[src/adcss_pkg.sv]
// package for the a/d scan sequencer: register offsets, fields, modes, timing
// assumes a plain register port with one-cycle read latency
package adcss_pkg;

   // register offsets (word index on the plain register port)
   localparam logic [3:0] ADDR_CTRL    = 4'h0;
   localparam logic [3:0] ADDR_CHSEL   = 4'h1;
   localparam logic [3:0] ADDR_LIMHI   = 4'h2;
   localparam logic [3:0] ADDR_LIMLO   = 4'h3;
   localparam logic [3:0] ADDR_STATUS  = 4'h4;
   localparam logic [3:0] ADDR_RES0    = 4'h5;
   localparam logic [3:0] ADDR_CLKDIV  = 4'h9;

   // ctrl fields
   localparam int CTRL_MODE_LSB = 0;   // [2:0] operating mode
   localparam int CTRL_TRIG_LSB = 3;   // [4:3] start source
   localparam int CTRL_CIE_BIT  = 5;   // completion interrupt enable
   localparam int CTRL_BIE_BIT  = 6;   // boundary interrupt enable
   localparam int CTRL_STOP_BIT = 7;   // write 1 stops conversions

   // status fields (write 1 to clear the flags)
   localparam int STAT_DONE_BIT = 0;
   localparam int STAT_BND_BIT  = 1;
   localparam int STAT_BUSY_BIT = 2;
   localparam int STAT_RUN_BIT  = 3;

   // reset values
   localparam logic [7:0] CTRL_RST   = 8'h00;
   localparam logic [7:0] CHSEL_RST  = 8'h01;
   localparam logic [7:0] LIMHI_RST  = 8'hff;
   localparam logic [7:0] LIMLO_RST  = 8'h00;
   localparam logic [7:0] CLKDIV_RST = 8'h4b;

   // sizes
   localparam int RES_BITS = 8;
   localparam int NUM_CH   = 4;

   // timing: a/d clock near 3.3 mhz from 250 mhz core clock
   localparam int CLK_MHZ      = 250;
   localparam int ADCLK_KHZ    = 3300;
   localparam int ADCLK_DIV    = (CLK_MHZ * 1000) / ADCLK_KHZ;

   typedef enum logic [2:0] {
      ADCSS_FIX_SINGLE  = 3'h0,
      ADCSS_FIX_CONT    = 3'h1,
      ADCSS_SCAN_SINGLE = 3'h2,
      ADCSS_SCAN_CONT   = 3'h3,
      ADCSS_DUAL_CONT   = 3'h4,
      ADCSS_STEP        = 3'h5
   } adcss_mode_type;

   typedef enum logic [1:0] {
      ADCSS_TRIG_NONE  = 2'h0,
      ADCSS_TRIG_TIMER = 2'h1,
      ADCSS_TRIG_IMM   = 2'h2,
      ADCSS_TRIG_EDGE  = 2'h3
   } adcss_trig_type;

   // analog side: channel select, sample, dac code out; comparator in
   typedef struct packed {
      logic [1:0] chan;
      logic       sample;
      logic [7:0] dac_code;
   } adcss_ana_type;

   // result of one conversion handed to the sequencer
   typedef struct packed {
      logic       done;
      logic       early;
      logic [7:0] value;
   } adcss_conv_type;

endpackage

[src/adcss_clkdiv.sv]
// a/d clock divider: one-cycle enable every div_in core clocks
// assumes synchronous reset copy from the top module
`timescale 1ns/1ns
module adcss_clkdiv (
   input  wire logic       clk_in,
   input  wire logic       rst_b_in,
   input  wire logic [7:0] div_in,
   output logic            tick_out
);
   logic [7:0] cnt_ff;
   logic [7:0] nxt_cnt;
   logic       tick_ff;
   logic       nxt_tick;

   // count down, pulse at zero
   always_comb begin
      nxt_tick = 1'b0;
      nxt_cnt  = cnt_ff - 8'h01;
      if (cnt_ff == 8'h00) begin
         nxt_tick = 1'b1;
         nxt_cnt  = (div_in == 8'h00) ? 8'h00 : div_in - 8'h01;
      end
   end

   always_ff @(posedge clk_in or negedge rst_b_in) begin
      if (!rst_b_in) begin
         cnt_ff  <= 8'h00;
         tick_ff <= 1'b0;
      end else begin
         cnt_ff  <= nxt_cnt;
         tick_ff <= nxt_tick;
      end
   end

   assign tick_out = tick_ff;
endmodule // adcss_clkdiv

[src/adcss_sar.sv]
// successive approximation engine, one bit per a/d clock tick
// assumes comparator input valid by the tick after the dac code changes
`timescale 1ns/1ns
module adcss_sar (
   input  wire logic                     clk_in,
   input  wire logic                     rst_b_in,
   input  wire logic                     tick_in,
   input  wire logic                     start_in,
   input  wire logic                     cmp_in,
   output logic [7:0]                    dac_out,
   output logic                          busy_out,
   output adcss_pkg::adcss_conv_type     conv_out
);
   logic [7:0] val_ff;
   logic [7:0] nxt_val;
   logic [7:0] bit_ff;
   logic [7:0] nxt_bit;
   logic       busy_ff;
   logic       nxt_busy;
   adcss_pkg::adcss_conv_type conv_ff;
   adcss_pkg::adcss_conv_type nxt_conv;
   logic       settle_ff;
   logic       nxt_settle;

   // trial bit set, keep if comparator says input above dac
   // the trial code reaches the comparator a cycle late, so a tick right after a change is skipped
   // a start always restarts, so a run left going after a stop cannot swallow it
   always_comb begin
      nxt_val    = val_ff;
      nxt_bit    = bit_ff;
      nxt_busy   = busy_ff;
      nxt_conv   = '0;
      nxt_settle = 1'b0;
      if (start_in) begin
         nxt_busy   = 1'b1;
         nxt_bit    = 8'h80;
         nxt_val    = 8'h00;
         nxt_settle = 1'b1;
      end else if (busy_ff && tick_in && !settle_ff) begin
         nxt_settle = 1'b1;
         if (cmp_in)
            nxt_val = val_ff | bit_ff;
         nxt_bit = bit_ff >> 1;
         if (bit_ff == 8'h10) begin
            nxt_conv.early = 1'b1;           // upper four bits resolved
            nxt_conv.value = cmp_in ? (val_ff | bit_ff) : val_ff;
         end
         if (bit_ff == 8'h01) begin
            nxt_busy       = 1'b0;
            nxt_conv.done  = 1'b1;
            nxt_conv.value = cmp_in ? (val_ff | bit_ff) : val_ff;
         end
      end
   end

   always_ff @(posedge clk_in or negedge rst_b_in) begin
      if (!rst_b_in) begin
         val_ff  <= 8'h00;
         bit_ff  <= 8'h00;
         busy_ff <= 1'b0;
         conv_ff <= '0;
         settle_ff <= 1'b0;
      end else begin
         val_ff  <= nxt_val;
         bit_ff  <= nxt_bit;
         busy_ff <= nxt_busy;
         conv_ff <= nxt_conv;
         settle_ff <= nxt_settle;
      end
   end

   assign dac_out  = val_ff | bit_ff;
   assign busy_out = busy_ff;
   assign conv_out = conv_ff;
endmodule // adcss_sar

[src/adcss_top.sv]
// top of the a/d scan sequencer: register port, triggers, channel sequencing
// assumes synchronous inputs and a comparator that settles within one a/d tick
//
// Local design decisions: the placing of the registers and strobed register access.
`timescale 1ns/1ns
module adcss_top (
   input  wire logic                  clk_in,
   input  wire logic                  rst_b_in,
   input  wire logic [3:0]            addr_in,
   input  wire logic [7:0]            wdata_in,
   input  wire logic                  wr_in,
   input  wire logic                  rd_in,
   output logic [7:0]                 rdata_out,
   input  wire logic                  timer_ovf_in,
   input  wire logic                  edge_trigger_pin_in,
   input  wire logic                  cmp_in,
   output adcss_pkg::adcss_ana_type   ana_out,
   output logic                       done_irq_out,
   output logic                       bnd_irq_out
);
   typedef enum logic [1:0] {IDLE_S, CONV_S, WAIT_S} adcss_state_type;

   logic       rst_m_ff;
   logic       rst_s_ff;
   logic       tick;
   logic       sar_busy;
   logic [7:0] dac_code;
   adcss_pkg::adcss_conv_type conv;

   logic [7:0] ctrl_ff, nxt_ctrl;
   logic [3:0] chsel_ff, nxt_chsel;
   logic [7:0] limhi_ff, nxt_limhi;
   logic [7:0] limlo_ff, nxt_limlo;
   logic [7:0] clkdiv_ff, nxt_clkdiv;
   logic [7:0] res_ff [adcss_pkg::NUM_CH];
   logic [7:0] nxt_res [adcss_pkg::NUM_CH];
   logic       done_ff, nxt_done;
   logic       bnd_ff, nxt_bnd;
   logic       early_in_ff, nxt_early_in;
   logic [7:0] rdata_ff, nxt_rdata;
   logic       pin_ff, nxt_pin;
   adcss_state_type state_ff, nxt_state;
   logic [1:0] ch_ff, nxt_ch;
   logic [1:0] slot_ff, nxt_slot;
   logic       run_ff, nxt_run;
   logic       start_ff, nxt_start;
   adcss_pkg::adcss_ana_type ana_ff, nxt_ana;

   adcss_pkg::adcss_mode_type mode;
   adcss_pkg::adcss_trig_type trig;
   logic       trig_evt;
   logic       imm_wr;
   logic [1:0] first_ch;

   // first set channel at or after a given index, wrap flag when passing 3
   function automatic logic [2:0] find_ch(input logic [3:0] sel, input logic [1:0] from);
      logic [2:0] r;
      logic [1:0] c;
      r = {1'b1, from};
      for (int i = 3; i >= 0; i--) begin
         c = 2'(from + 2'(i));
         if (sel[c])
            r = {(c < from) ? 1'b1 : 1'b0, c};
      end
      return r;
   endfunction

   // value outside the limits on the given mask
   function automatic logic outside(input logic [7:0] v, input logic [7:0] hi,
                                    input logic [7:0] lo, input logic [7:0] m);
      return ((v & m) > (hi & m)) || ((v & m) < (lo & m));
   endfunction

   // reset release through two flops
   always_ff @(posedge clk_in or negedge rst_b_in) begin
      if (!rst_b_in) begin
         rst_m_ff <= 1'b0;
         rst_s_ff <= 1'b0;
      end else begin
         rst_m_ff <= 1'b1;
         rst_s_ff <= rst_m_ff;
      end
   end

   adcss_clkdiv u_div (
      .clk_in   (clk_in),
      .rst_b_in (rst_s_ff),
      .div_in   (clkdiv_ff),
      .tick_out (tick)
   );

   adcss_sar u_sar (
      .clk_in   (clk_in),
      .rst_b_in (rst_s_ff),
      .tick_in  (tick),
      .start_in (start_ff),
      .cmp_in   (cmp_in),
      .dac_out  (dac_code),
      .busy_out (sar_busy),
      .conv_out (conv)
   );

   // decoded control and trigger events
   always_comb begin
      mode   = adcss_pkg::adcss_mode_type'(ctrl_ff[adcss_pkg::CTRL_MODE_LSB +: 3]);
      trig   = adcss_pkg::adcss_trig_type'(ctrl_ff[adcss_pkg::CTRL_TRIG_LSB +: 2]);
      imm_wr = wr_in && (addr_in == adcss_pkg::ADDR_CTRL)
               && (wdata_in[adcss_pkg::CTRL_TRIG_LSB +: 2] == 2'(adcss_pkg::ADCSS_TRIG_IMM));
      trig_evt = 1'b0;
      case (trig)
         adcss_pkg::ADCSS_TRIG_TIMER: trig_evt = timer_ovf_in;
         adcss_pkg::ADCSS_TRIG_EDGE:  trig_evt = edge_trigger_pin_in ^ pin_ff;
         default:                     trig_evt = 1'b0;
      endcase
      // lowest selected channel, wrap flag not needed here
      first_ch = 2'(find_ch(chsel_ff, 2'h0));
   end

   // register writes, flags, results, sequencer
   always_comb begin
      logic       cont;
      logic       last;
      logic [2:0] nx;
      cont = 1'b0;
      last = 1'b0;
      nx   = 3'h0;
      nxt_ctrl   = ctrl_ff;
      nxt_chsel  = chsel_ff;
      nxt_limhi  = limhi_ff;
      nxt_limlo  = limlo_ff;
      nxt_clkdiv = clkdiv_ff;
      nxt_res    = res_ff;
      nxt_done   = done_ff;
      nxt_bnd    = bnd_ff;
      nxt_early_in = early_in_ff;
      nxt_pin    = edge_trigger_pin_in;
      nxt_state  = state_ff;
      nxt_ch     = ch_ff;
      nxt_slot   = slot_ff;
      nxt_run    = run_ff;
      nxt_start  = 1'b0;
      nxt_rdata  = 8'h00;
      nxt_ana    = ana_ff;
      nxt_ana.dac_code = dac_code;
      nxt_ana.sample   = start_ff;

      // register port
      if (rd_in) begin
         case (addr_in)
            adcss_pkg::ADDR_CTRL:   nxt_rdata = ctrl_ff;
            adcss_pkg::ADDR_CHSEL:  nxt_rdata = {4'h0, chsel_ff};
            adcss_pkg::ADDR_LIMHI:  nxt_rdata = limhi_ff;
            adcss_pkg::ADDR_LIMLO:  nxt_rdata = limlo_ff;
            adcss_pkg::ADDR_STATUS: nxt_rdata = {4'h0, run_ff, sar_busy, bnd_ff, done_ff};
            4'h5, 4'h6, 4'h7, 4'h8: nxt_rdata = res_ff[2'(addr_in - adcss_pkg::ADDR_RES0)];
            adcss_pkg::ADDR_CLKDIV: nxt_rdata = clkdiv_ff;
            default:                nxt_rdata = 8'h00;
         endcase
      end
      if (wr_in) begin
         case (addr_in)
            adcss_pkg::ADDR_CTRL:   nxt_ctrl   = {1'b0, wdata_in[6:0]};
            adcss_pkg::ADDR_CHSEL:  nxt_chsel  = wdata_in[3:0];
            adcss_pkg::ADDR_LIMHI:  nxt_limhi  = wdata_in;
            adcss_pkg::ADDR_LIMLO:  nxt_limlo  = wdata_in;
            adcss_pkg::ADDR_STATUS: begin
               if (wdata_in[adcss_pkg::STAT_DONE_BIT]) nxt_done = 1'b0;
               if (wdata_in[adcss_pkg::STAT_BND_BIT])  nxt_bnd  = 1'b0;
            end
            adcss_pkg::ADDR_CLKDIV: nxt_clkdiv = wdata_in;
            default:                nxt_ctrl   = ctrl_ff;
         endcase
      end

      // software stop ends any mode
      if (wr_in && addr_in == adcss_pkg::ADDR_CTRL && wdata_in[adcss_pkg::CTRL_STOP_BIT]) begin
         nxt_run   = 1'b0;
         nxt_state = IDLE_S;
      end else begin
         case (state_ff)
            // wait for a start; triggers are only looked at here so busy ignores them
            IDLE_S, WAIT_S: begin
               if ((trig_evt || imm_wr) && chsel_ff != 4'h0) begin
                  nxt_state = CONV_S;
                  nxt_start = 1'b1;
                  nxt_run   = 1'b1;
                  if (state_ff == IDLE_S) begin
                     nxt_slot = 2'h0;
                     nxt_ch   = (mode == adcss_pkg::ADCSS_DUAL_CONT) ? first_ch : first_ch;
                  end
                  nxt_ana.chan = (state_ff == IDLE_S) ? first_ch : ch_ff;
               end
            end
            // conversions in flight ignore further trigger events
            CONV_S: begin
               if (conv.done && !start_ff) begin                               // stale result of an aborted run dropped
                  cont = (mode == adcss_pkg::ADCSS_FIX_CONT) || (mode == adcss_pkg::ADCSS_SCAN_CONT)
                         || (mode == adcss_pkg::ADCSS_DUAL_CONT);
                  if (mode == adcss_pkg::ADCSS_DUAL_CONT) begin
                     nxt_res[slot_ff] = conv.value;
                     last = (slot_ff == 2'h3);
                     nx   = find_ch(chsel_ff, 2'(ch_ff + 2'h1));
                     if (slot_ff[0])
                        nx = {1'b0, first_ch};
                     nxt_slot = 2'(slot_ff + 2'h1);
                  end else begin
                     nxt_res[ch_ff] = conv.value;
                     if (mode == adcss_pkg::ADCSS_FIX_SINGLE || mode == adcss_pkg::ADCSS_FIX_CONT) begin
                        nx   = {1'b1, ch_ff};
                        last = 1'b1;
                     end else begin
                        nx   = find_ch(chsel_ff, 2'(ch_ff + 2'h1));
                        last = nx[2] || (ch_ff == 2'h3);
                     end
                  end
                  if (mode == adcss_pkg::ADCSS_STEP || last)
                     nxt_done = 1'b1;
                  nxt_ch       = nx[1:0];
                  nxt_ana.chan = nx[1:0];
                  if (mode == adcss_pkg::ADCSS_STEP) begin
                     nxt_state = WAIT_S;
                  end else if (cont || !last) begin
                     nxt_start = 1'b1;
                  end else begin
                     nxt_state = IDLE_S;
                     nxt_run   = 1'b0;
                  end
                  // final compare only when the early check was inside
                  if (early_in_ff && outside(conv.value, limhi_ff, limlo_ff, 8'hff))
                     nxt_bnd = 1'b1;
               end else if (conv.early && !start_ff) begin
                  nxt_early_in = !outside(conv.value, limhi_ff, limlo_ff, 8'hf0);
                  if (!nxt_early_in)
                     nxt_bnd = 1'b1;
               end
            end
            default: nxt_state = IDLE_S;
         endcase
      end
   end

   // register everything
   always_ff @(posedge clk_in or negedge rst_s_ff) begin
      if (!rst_s_ff) begin
         ctrl_ff     <= adcss_pkg::CTRL_RST;
         chsel_ff    <= adcss_pkg::CHSEL_RST[3:0];
         limhi_ff    <= adcss_pkg::LIMHI_RST;
         limlo_ff    <= adcss_pkg::LIMLO_RST;
         clkdiv_ff   <= adcss_pkg::CLKDIV_RST;
         res_ff      <= '{default: 8'h00};
         done_ff     <= 1'b0;
         bnd_ff      <= 1'b0;
         early_in_ff <= 1'b0;
         rdata_ff    <= 8'h00;
         pin_ff      <= 1'b0;
         state_ff    <= IDLE_S;
         ch_ff       <= 2'h0;
         slot_ff     <= 2'h0;
         run_ff      <= 1'b0;
         start_ff    <= 1'b0;
         ana_ff      <= '0;
         done_irq_out <= 1'b0;
         bnd_irq_out  <= 1'b0;
      end else begin
         ctrl_ff     <= nxt_ctrl;
         chsel_ff    <= nxt_chsel;
         limhi_ff    <= nxt_limhi;
         limlo_ff    <= nxt_limlo;
         clkdiv_ff   <= nxt_clkdiv;
         res_ff      <= nxt_res;
         done_ff     <= nxt_done;
         bnd_ff      <= nxt_bnd;
         early_in_ff <= nxt_early_in;
         rdata_ff    <= nxt_rdata;
         pin_ff      <= nxt_pin;
         state_ff    <= nxt_state;
         ch_ff       <= nxt_ch;
         slot_ff     <= nxt_slot;
         run_ff      <= nxt_run;
         start_ff    <= nxt_start;
         ana_ff      <= nxt_ana;
         done_irq_out <= nxt_done && nxt_ctrl[adcss_pkg::CTRL_CIE_BIT];
         bnd_irq_out  <= nxt_bnd && nxt_ctrl[adcss_pkg::CTRL_BIE_BIT];
      end
   end

   assign rdata_out = rdata_ff;
   assign ana_out   = ana_ff;
endmodule // adcss_top

[config.mk]
export PLATFORM = sky130hd
export DESIGN_NAME = adcss_top
export DESIGN_NICKNAME = d
export VERILOG_FILES = /design/src/adcss_pkg.sv /design/src/adcss_clkdiv.sv /design/src/adcss_sar.sv /design/src/adcss_top.sv
export SDC_FILE = /design/constraint.sdc
export NUM_CORES = 1
export LEC_CHECK = 0
export BUFFER_PORTS_ARGS = -buffer_cell sky130_fd_sc_hd__buf_2
export CAP_MARGIN = 10
export CELL_PAD_IN_SITES_DETAIL_PLACEMENT = 0
export CELL_PAD_IN_SITES_GLOBAL_PLACEMENT = 1
export CORE_MARGIN = 4
export CORE_UTILIZATION = 53
export DETAILED_ROUTE_END_ITERATION = 16
export PLACE_DENSITY = 0.95
export REMOVE_ABC_BUFFERS = 1
export SLEW_MARGIN = 10
export SYNTH_ARGS = -nofsm -noshare
export SYNTH_HDL_FRONTEND = slang
export SYNTH_SLANG_ARGS = --single-unit
[constraint.sdc]
create_clock -name clk_in -period 8.9 [get_ports clk_in]
set_clock_uncertainty 0.15 [all_clocks]
set_input_delay 1.335 -clock clk_in [delete_from_list [all_inputs] [get_ports clk_in]]
set_output_delay 1.335 -clock clk_in [all_outputs]
set_load 0.005 [all_outputs]
# Yosys cells after proc, flatten, opt, wreduce, memory -nomap -nowiden
# Index checks and enable logic that the tools add are counted.
totals:
  elab_cells: 259
  inputBits: 19
  output_inout_bits: 21
  regBits: 137
op_classes:
  order_cmp: 17
  reduce_logical: 50
  eq_ne: 33
  bitwise_logic: 7
  muxes: 109
  n_addsub: 8
op_table:
  columns: ["operator", "n"]
  rows:
  - ["$mux W8", 13]
  - ["$bwmux W32", 2]
  - ["$pmux W8 S7", 1]
  - ["$mux W1", 46]
  - ["$mux W2", 19]
  - ["$demux W8 S2", 2]
  - ["$mux W32", 1]
  - ["$mux W3", 9]
  - ["$mux W10", 2]
  - ["$bmux W8 S2", 1]
  - ["$eq A4 B3 Y1 const B", 4]
  - ["$gt A8 B8 Y1", 2]
  - ["$logic_not A8 Y1", 2]
  - ["$lt A8 B8 Y1", 2]
  - ["$sub A8 B1 Y8 const B", 2]
  - ["$ne A3 B3 Y1 const B", 5]
  - ["$mux W7", 2]
  - ["$logic_and A1 B1 Y1", 13]
  - ["$lt A2 B3 Y1 const B", 4]
  - ["$pmux W2 S2", 3]
  - ["$reduce_and A2 Y1", 6]
  - ["$reduce_and A6 Y1", 2]
  - ["$eq A2 B2 Y1 const B", 5]
  - ["$ge A3 B3 Y1 const B", 3]
  - ["36 further kinds", 73]

# Depth between registers and ports, before layout
logic_depth:
  depth_word: 26
  ltp_mapped: 10
  depth_no_buf: 8

# By module
# Synthesis repeated with hierarchy kept, for this count alone.
hier_totals:
  hier_cells: 638
  area_unflattened_um2: 7053.0
modules_own_cells:
  columns: ["module", "n_inst", "area_each_um2", "seq_area_each_um2", "cells_each"]
  rows:
  - ["adcss_top", 1, 5291.3, 2518.7, 472]
  - ["adcss_sar", 1, 1164.9, 700.7, 105]
  - ["adcss_clkdiv", 1, 596.8, 225.2, 61]

# Worst setup path after synthesis
# Ideal clock, no wire load.
synth_timing:
  path_kind: "in2reg"
  start: "in addr_in[0]"
  end: "reg res_ff[0] (netlist bit)"
  path_slack_ns: 5.567
  required_time_ns: 8.622
  setup_time_ns: 0.128
  path_buffers: 3
  path_stages: 10
  arrival_time_ns: 3.056
  cell_sequence: "buf_2 inv_1 ha_1 nor4bb_1 buf_2 nand2_1 nand2b_1 buf_4 nor2_4 mux2_1"
synth_via:
  elab_chain_cells: 5
synth_rtl:
  columns: ["item", "line", "source"]
  rows:
  - ["start: declaration", "adcss_top.sv:9", "input wire logic [3:0] addr_in,"]
  - ["$logic_not A4 Y1", "adcss_top.sv:176", "if (wr_in && addr_in == adcss_pkg::ADDR_CTRL && wdata_in[adcss_pkg::CTRL_STOP_BIT]) begin"]
  - ["$logic_and A1 B1 Y1 (2 in series)", "adcss_top.sv:176", null]
  - ["$not A1 Y1 (no line)", null, null]
  - ["$reduce_and A3 Y1 (no line)", null, null]
  - ["end signal: assignment", "adcss_top.sv:270", "res_ff <= nxt_res;"]
  - ["end: declaration", "adcss_top.sv:35", "logic [7:0] res_ff [adcss_pkg::NUM_CH];"]
# Every way passes these cells.
# A chain may end at the register's enable or synchronous reset.

# Final worst setup path
layout_timing:
  start: "in addr_in[0]"
  end: "reg ana_ff (netlist bit ana_out[10])"
layout_via:
  elab_chain_cells: 7
  word_cells_on_any_way: 10
  cone_classes: "eq/ne (2); bitwise (1); reduce/logical (7)"
layout_rtl:
  columns: ["item", "line", "source"]
  rows:
  - ["$logic_not A4 Y1 *", "adcss_top.sv:107, adcss_top.sv:176", null]
  - ["$logic_and A1 B1 Y1 *", "adcss_top.sv:107, adcss_top.sv:176", null]
  - ["$logic_and A1 B1 Y1", "adcss_top.sv:108", "&& (wdata_in[adcss_pkg::CTRL_TRIG_LSB +: 2] == 2'(adcss_pkg::ADCSS_TRIG_IMM));"]
  - ["$logic_or A1 B1 Y1", "adcss_top.sv:183", "if ((trig_evt || imm_wr) && chsel_ff != 4'h0) begin"]
  - ["$logic_and A1 B1 Y1", "adcss_top.sv:183", null]
  - ["$ne A3 B3 Y1 (no line) / $ne A2 B2 Y1 (equally long branches)", null, null]
  - ["$reduce_and A6 Y1 (no line) *", null, null]
  - ["end signal: assignment", "adcss_top.sv:281", "ana_ff <= nxt_ana;"]
  - ["end: declaration", "adcss_top.sv:47", "adcss_pkg::adcss_ana_type ana_ff, nxt_ana;"]
# Every way passes the cells marked *; elsewhere a longest branch is shown, timed or not.

==> flow_metrics.py <==
metrics = {
    "run_status": {
        "status": "complete, no violations",
    },
    "yosys": {
        "ys_seq_elements": 137,
        "yosys_warnings": 0,
        "yosysSeqAreaShare_pct": 49.6,
        "synthFlopType": "dfrtp_1",
        "yosysMostFrequentCell": "dfrtp_1",
        "synth-async-reset-ratio_pct": 100,
        "synth_area_mm2": 0.00694,
        "synth_top_cell_by_area": "dfrtp_1",
        "synth_common_cells": "124 x dfrtp_1, 55 x nor2_1, 44 x nand2_1",
        "syn_inst": 635,
        "synth_area_leaders": "dfrtp_1 45%, ha_1 5.9%, mux2_1 5.7%, dfstp_2 4.9%, mux4_2 3.2%",
        "synth.avg_cell_area_um2": 10.9,
        "synth_top_area_share_pct": 44.7,
        "synth_edf_count": 0,
        "synth_cell_types": 64,
    },
    "grt": {
        "grt.total_usage_pct": 23.5,
        "grt_pass1_vias": 5085,
        "grt_remaining_overflow": 0,
        "grt_max_degree": 84,
        "antenna_found_initial": 0,
        "grt_pass1_wl_um": 26900,
    },
    "layout": {
        "n_fill_cell": 1029,
        "final_util_pct": 61.9,
        "layout-drive-gt1-share_pct": 20.3,
        "syn_to_final_growth_pct": 13.4,
        "finalNonFillerCells": 851,
        "diodes": 0,
        "final_nets": 718,
    },
    "critical_path": {
        "end_kind": "flip-flop",
        "worst_ep_arrival_time_ns": 3.72,
        "path_delay_family": "simple AND/OR/NAND/NOR gates",
        "ff2ff_setup_slack_ns": 6.01,
        "worstPathCellList": "buf_2 > inv_1 > ha_1 > nor4bb_2 > and3b_1 > o21ai_1 > nand2_1 > nor3b_2 > mux2_1",
        "critPathBufInv": 2,
        "worstPathMaxFanout": 12,
        "crit_cells": 9,
        "crit_path_start_kind": "primary input",
        "worstRegToRegCells": 7,
        "path_class": "primary input to flip-flop",
        "max_stage_delay_ns": 0.49,
        "cp_slowest_cell": "nor4bb_2",
        "required_ns": 9.05,
    },
    "pwr": {
        "power_frac_clock_pct": 39.6,
        "p_comb_share_pct": 18.4,
        "power_density_mw_per_mm2": 234,
        "switching_share_pct": 30.1,
        "power.internal_mw": 1.29,
        "p_leak_nw": 3.65,
        "pwr-share-seq_pct": 42.0,
        "p_sw_mw": 0.554,
        "ir_drop_uv": 153,
    },
    "timing": {
        "max_clock_freq_ghz": 0.279,
        "fin_crit_ns": 3.58,
        "fin_tns_setup_ns": 0,
        "fin_crit_sh_pct": 40.2,
        "finalSetupViolations": 0,
        "tightest_slew_ns": 1.01,
        "hold_violations": 0,
        "drv_slew": 0,
        "relSlewSlack_pct": 32.4,
        "rsz0062_at_grt": "false",
    },
    "routing": {
        "ant_nets": 0,
        "drc": 0,
        "wirelength_um": 16500,
        "drtPass1Iterations": 5,
        "routed-via-count": 5066,
        "drt-initial-drc-count": 590,
        "via_per_inst": 5.95,
        "wl_per_cell_um": 19.4,
    },
    "run": {
        "cap_violations": 0,
    },
    "clock_network": {
        "postCtsSetupRepairBufs": 0,
        "cts.repair.resized": 0,
        "clk_latency_ns": 0.42,
        "cts-buffers-inserted": 17,
        "cts_sinks": 137,
        "htreeDepth": 4,
        "cts_tree": "yes",
        "hold_buffers": 0,
        "clkTransAtPathRegs_ns": 0.06,
        "cts_max_path_buffers": 2,
        "clockRootBuffer": "clkbuf_16",
    },
    "floorplanning": {
        "row_count": 41,
        "die-area_mm2": 0.0150,
        "core-area_mm2": 0.0127,
        "initial_utilization_pct": 54.6,
        "die_height_um": 122,
        "pin_count": 40,
        "die_w_um": 122,
    },
    "placement": {
        "gp_congestion": 0.932,
        "dp_hpwl_um": 11700,
        "placed_cells": 819,
        "io_buffers": 39,
    },
    "min_path": {
        "hold_class": "flip-flop to flip-flop",
        "holdPathStages": 0,
    },
}
[area by class of cell]
class / count / area (um^2) / area share [%]
flip-flops and latches: 137 / 3450 / 43.8
repair buffers: 41 / 210 / 2.67
clock inverters: 15 / 190 / 2.42
clock buffers: 17 / 425 / 5.40
multi-input cells: 432 / 3240 / 41.2
well taps: 172 / 215 / 2.73
inverters: 37 / 139 / 1.76
[worst paths after layout]
| path | startpoint | to |
|---|---|---|
| max reg2reg | ana_out[9] | done_irq_out |
| max in group asynchronous | rst_s_ff | bnd_irq_out |
| min | rst_m_ff | rst_s_ff |
| min reg2reg | rst_m_ff | rst_s_ff |
| max | addr_in[0] | ana_out[10] |
| min in group asynchronous | rst_s_ff | u_sar.val_ff[6] |
[power groups by stage]
stage	logic, mW	registers (mW)	clock network [mW]
global route	0.381	0.784	0.766
finish	0.338	0.773	0.729
detailed placement	0.336	0.782	0
global placement	0.325	0.779	0
floorplan	0.246	0.759	0
CTS	0.339	0.772	0.734
[placed cells by master, fill, tap and decap left out, types with 5 or more instances in the layout]
cell type	Yosys	routed
o21ai_0	15	15
nor2b_1	13	13
or2_2	9	9
a222oi_1	7	7
and2_1	9	9
o21ai_1	10	10
nand2b_1	12	12
xnor2_1	10	10
mux2i_1	7	7
a21o_1	7	7
dfrtp_1	124	123
ha_1	33	33
inv_6	0	5
inv_1	37	37
dfstp_2	13	13
mux4_2	10	10
mux2_1	35	35
nand3_1	5	5
nand2_1	44	44
nor2_1	55	55
mux2_2	19	19
nor3_1	8	8
buf_2	7	39
a21oi_1	30	30
nand4_1	6	6
clkbuf_16	0	17
a31oi_1	13	13
o22ai_1	15	15
[routing by layer]
layer	share of wire (%)	routed length (um)	global-route usage, %
met1	43	7090	30.9
met2	48	7890	37.2
met3	6.6	1080	6.68
met4	2.6	429	8.89
met5	0	0	0
[registers in the layout, summed over array words and instances (netlist names), 2 cells and up]
name / flops
u_sar.bit_ff: 8
chsel_ff: 4
limlo_ff: 8
u_sar.conv_out: 10
limhi_ff: 8
u_sar.val_ff: 8
slot_ff: 2
ctrl_ff: 7
rdata_out: 8
u_div.cnt_ff: 8
ana_out: 11
state_ff: 2
clkdiv_ff: 8
res_ff: 32
[logic make-up after synthesis]
kind of cell | Yosys count | synth area share [%]
flops | 137 | 49.6
buf+inv | 66 | 3.75
other cells | 1 | 0.0540
compound gates | 128 | 12.0
fa+ha+maj | 33 | 5.95
mux | 71 | 13.0
simple gates | 188 | 14.2
xor+xnor | 11 | 1.39
[metrics by stage]
step | hold WS [ns] | worst slack (ns) | cell area, um^2 | power [mW]
6_report | 0.198 | 5.32 | 7870 | 1.84
5_1_grt | 0.206 | 5.15 | 7870 | 1.93
4_1_cts | 0.202 | 5.37 | 7870 | 1.84
3_5_place_dp | 0.192 | 4.94 | 7260 | 1.12
3_3_place_gp | 0.189 | 5.04 | 7260 | 1.10
2_1_floorplan | 0.181 | 4.67 | 6820 | 1.01
Power figures use the tool's default switching activity.
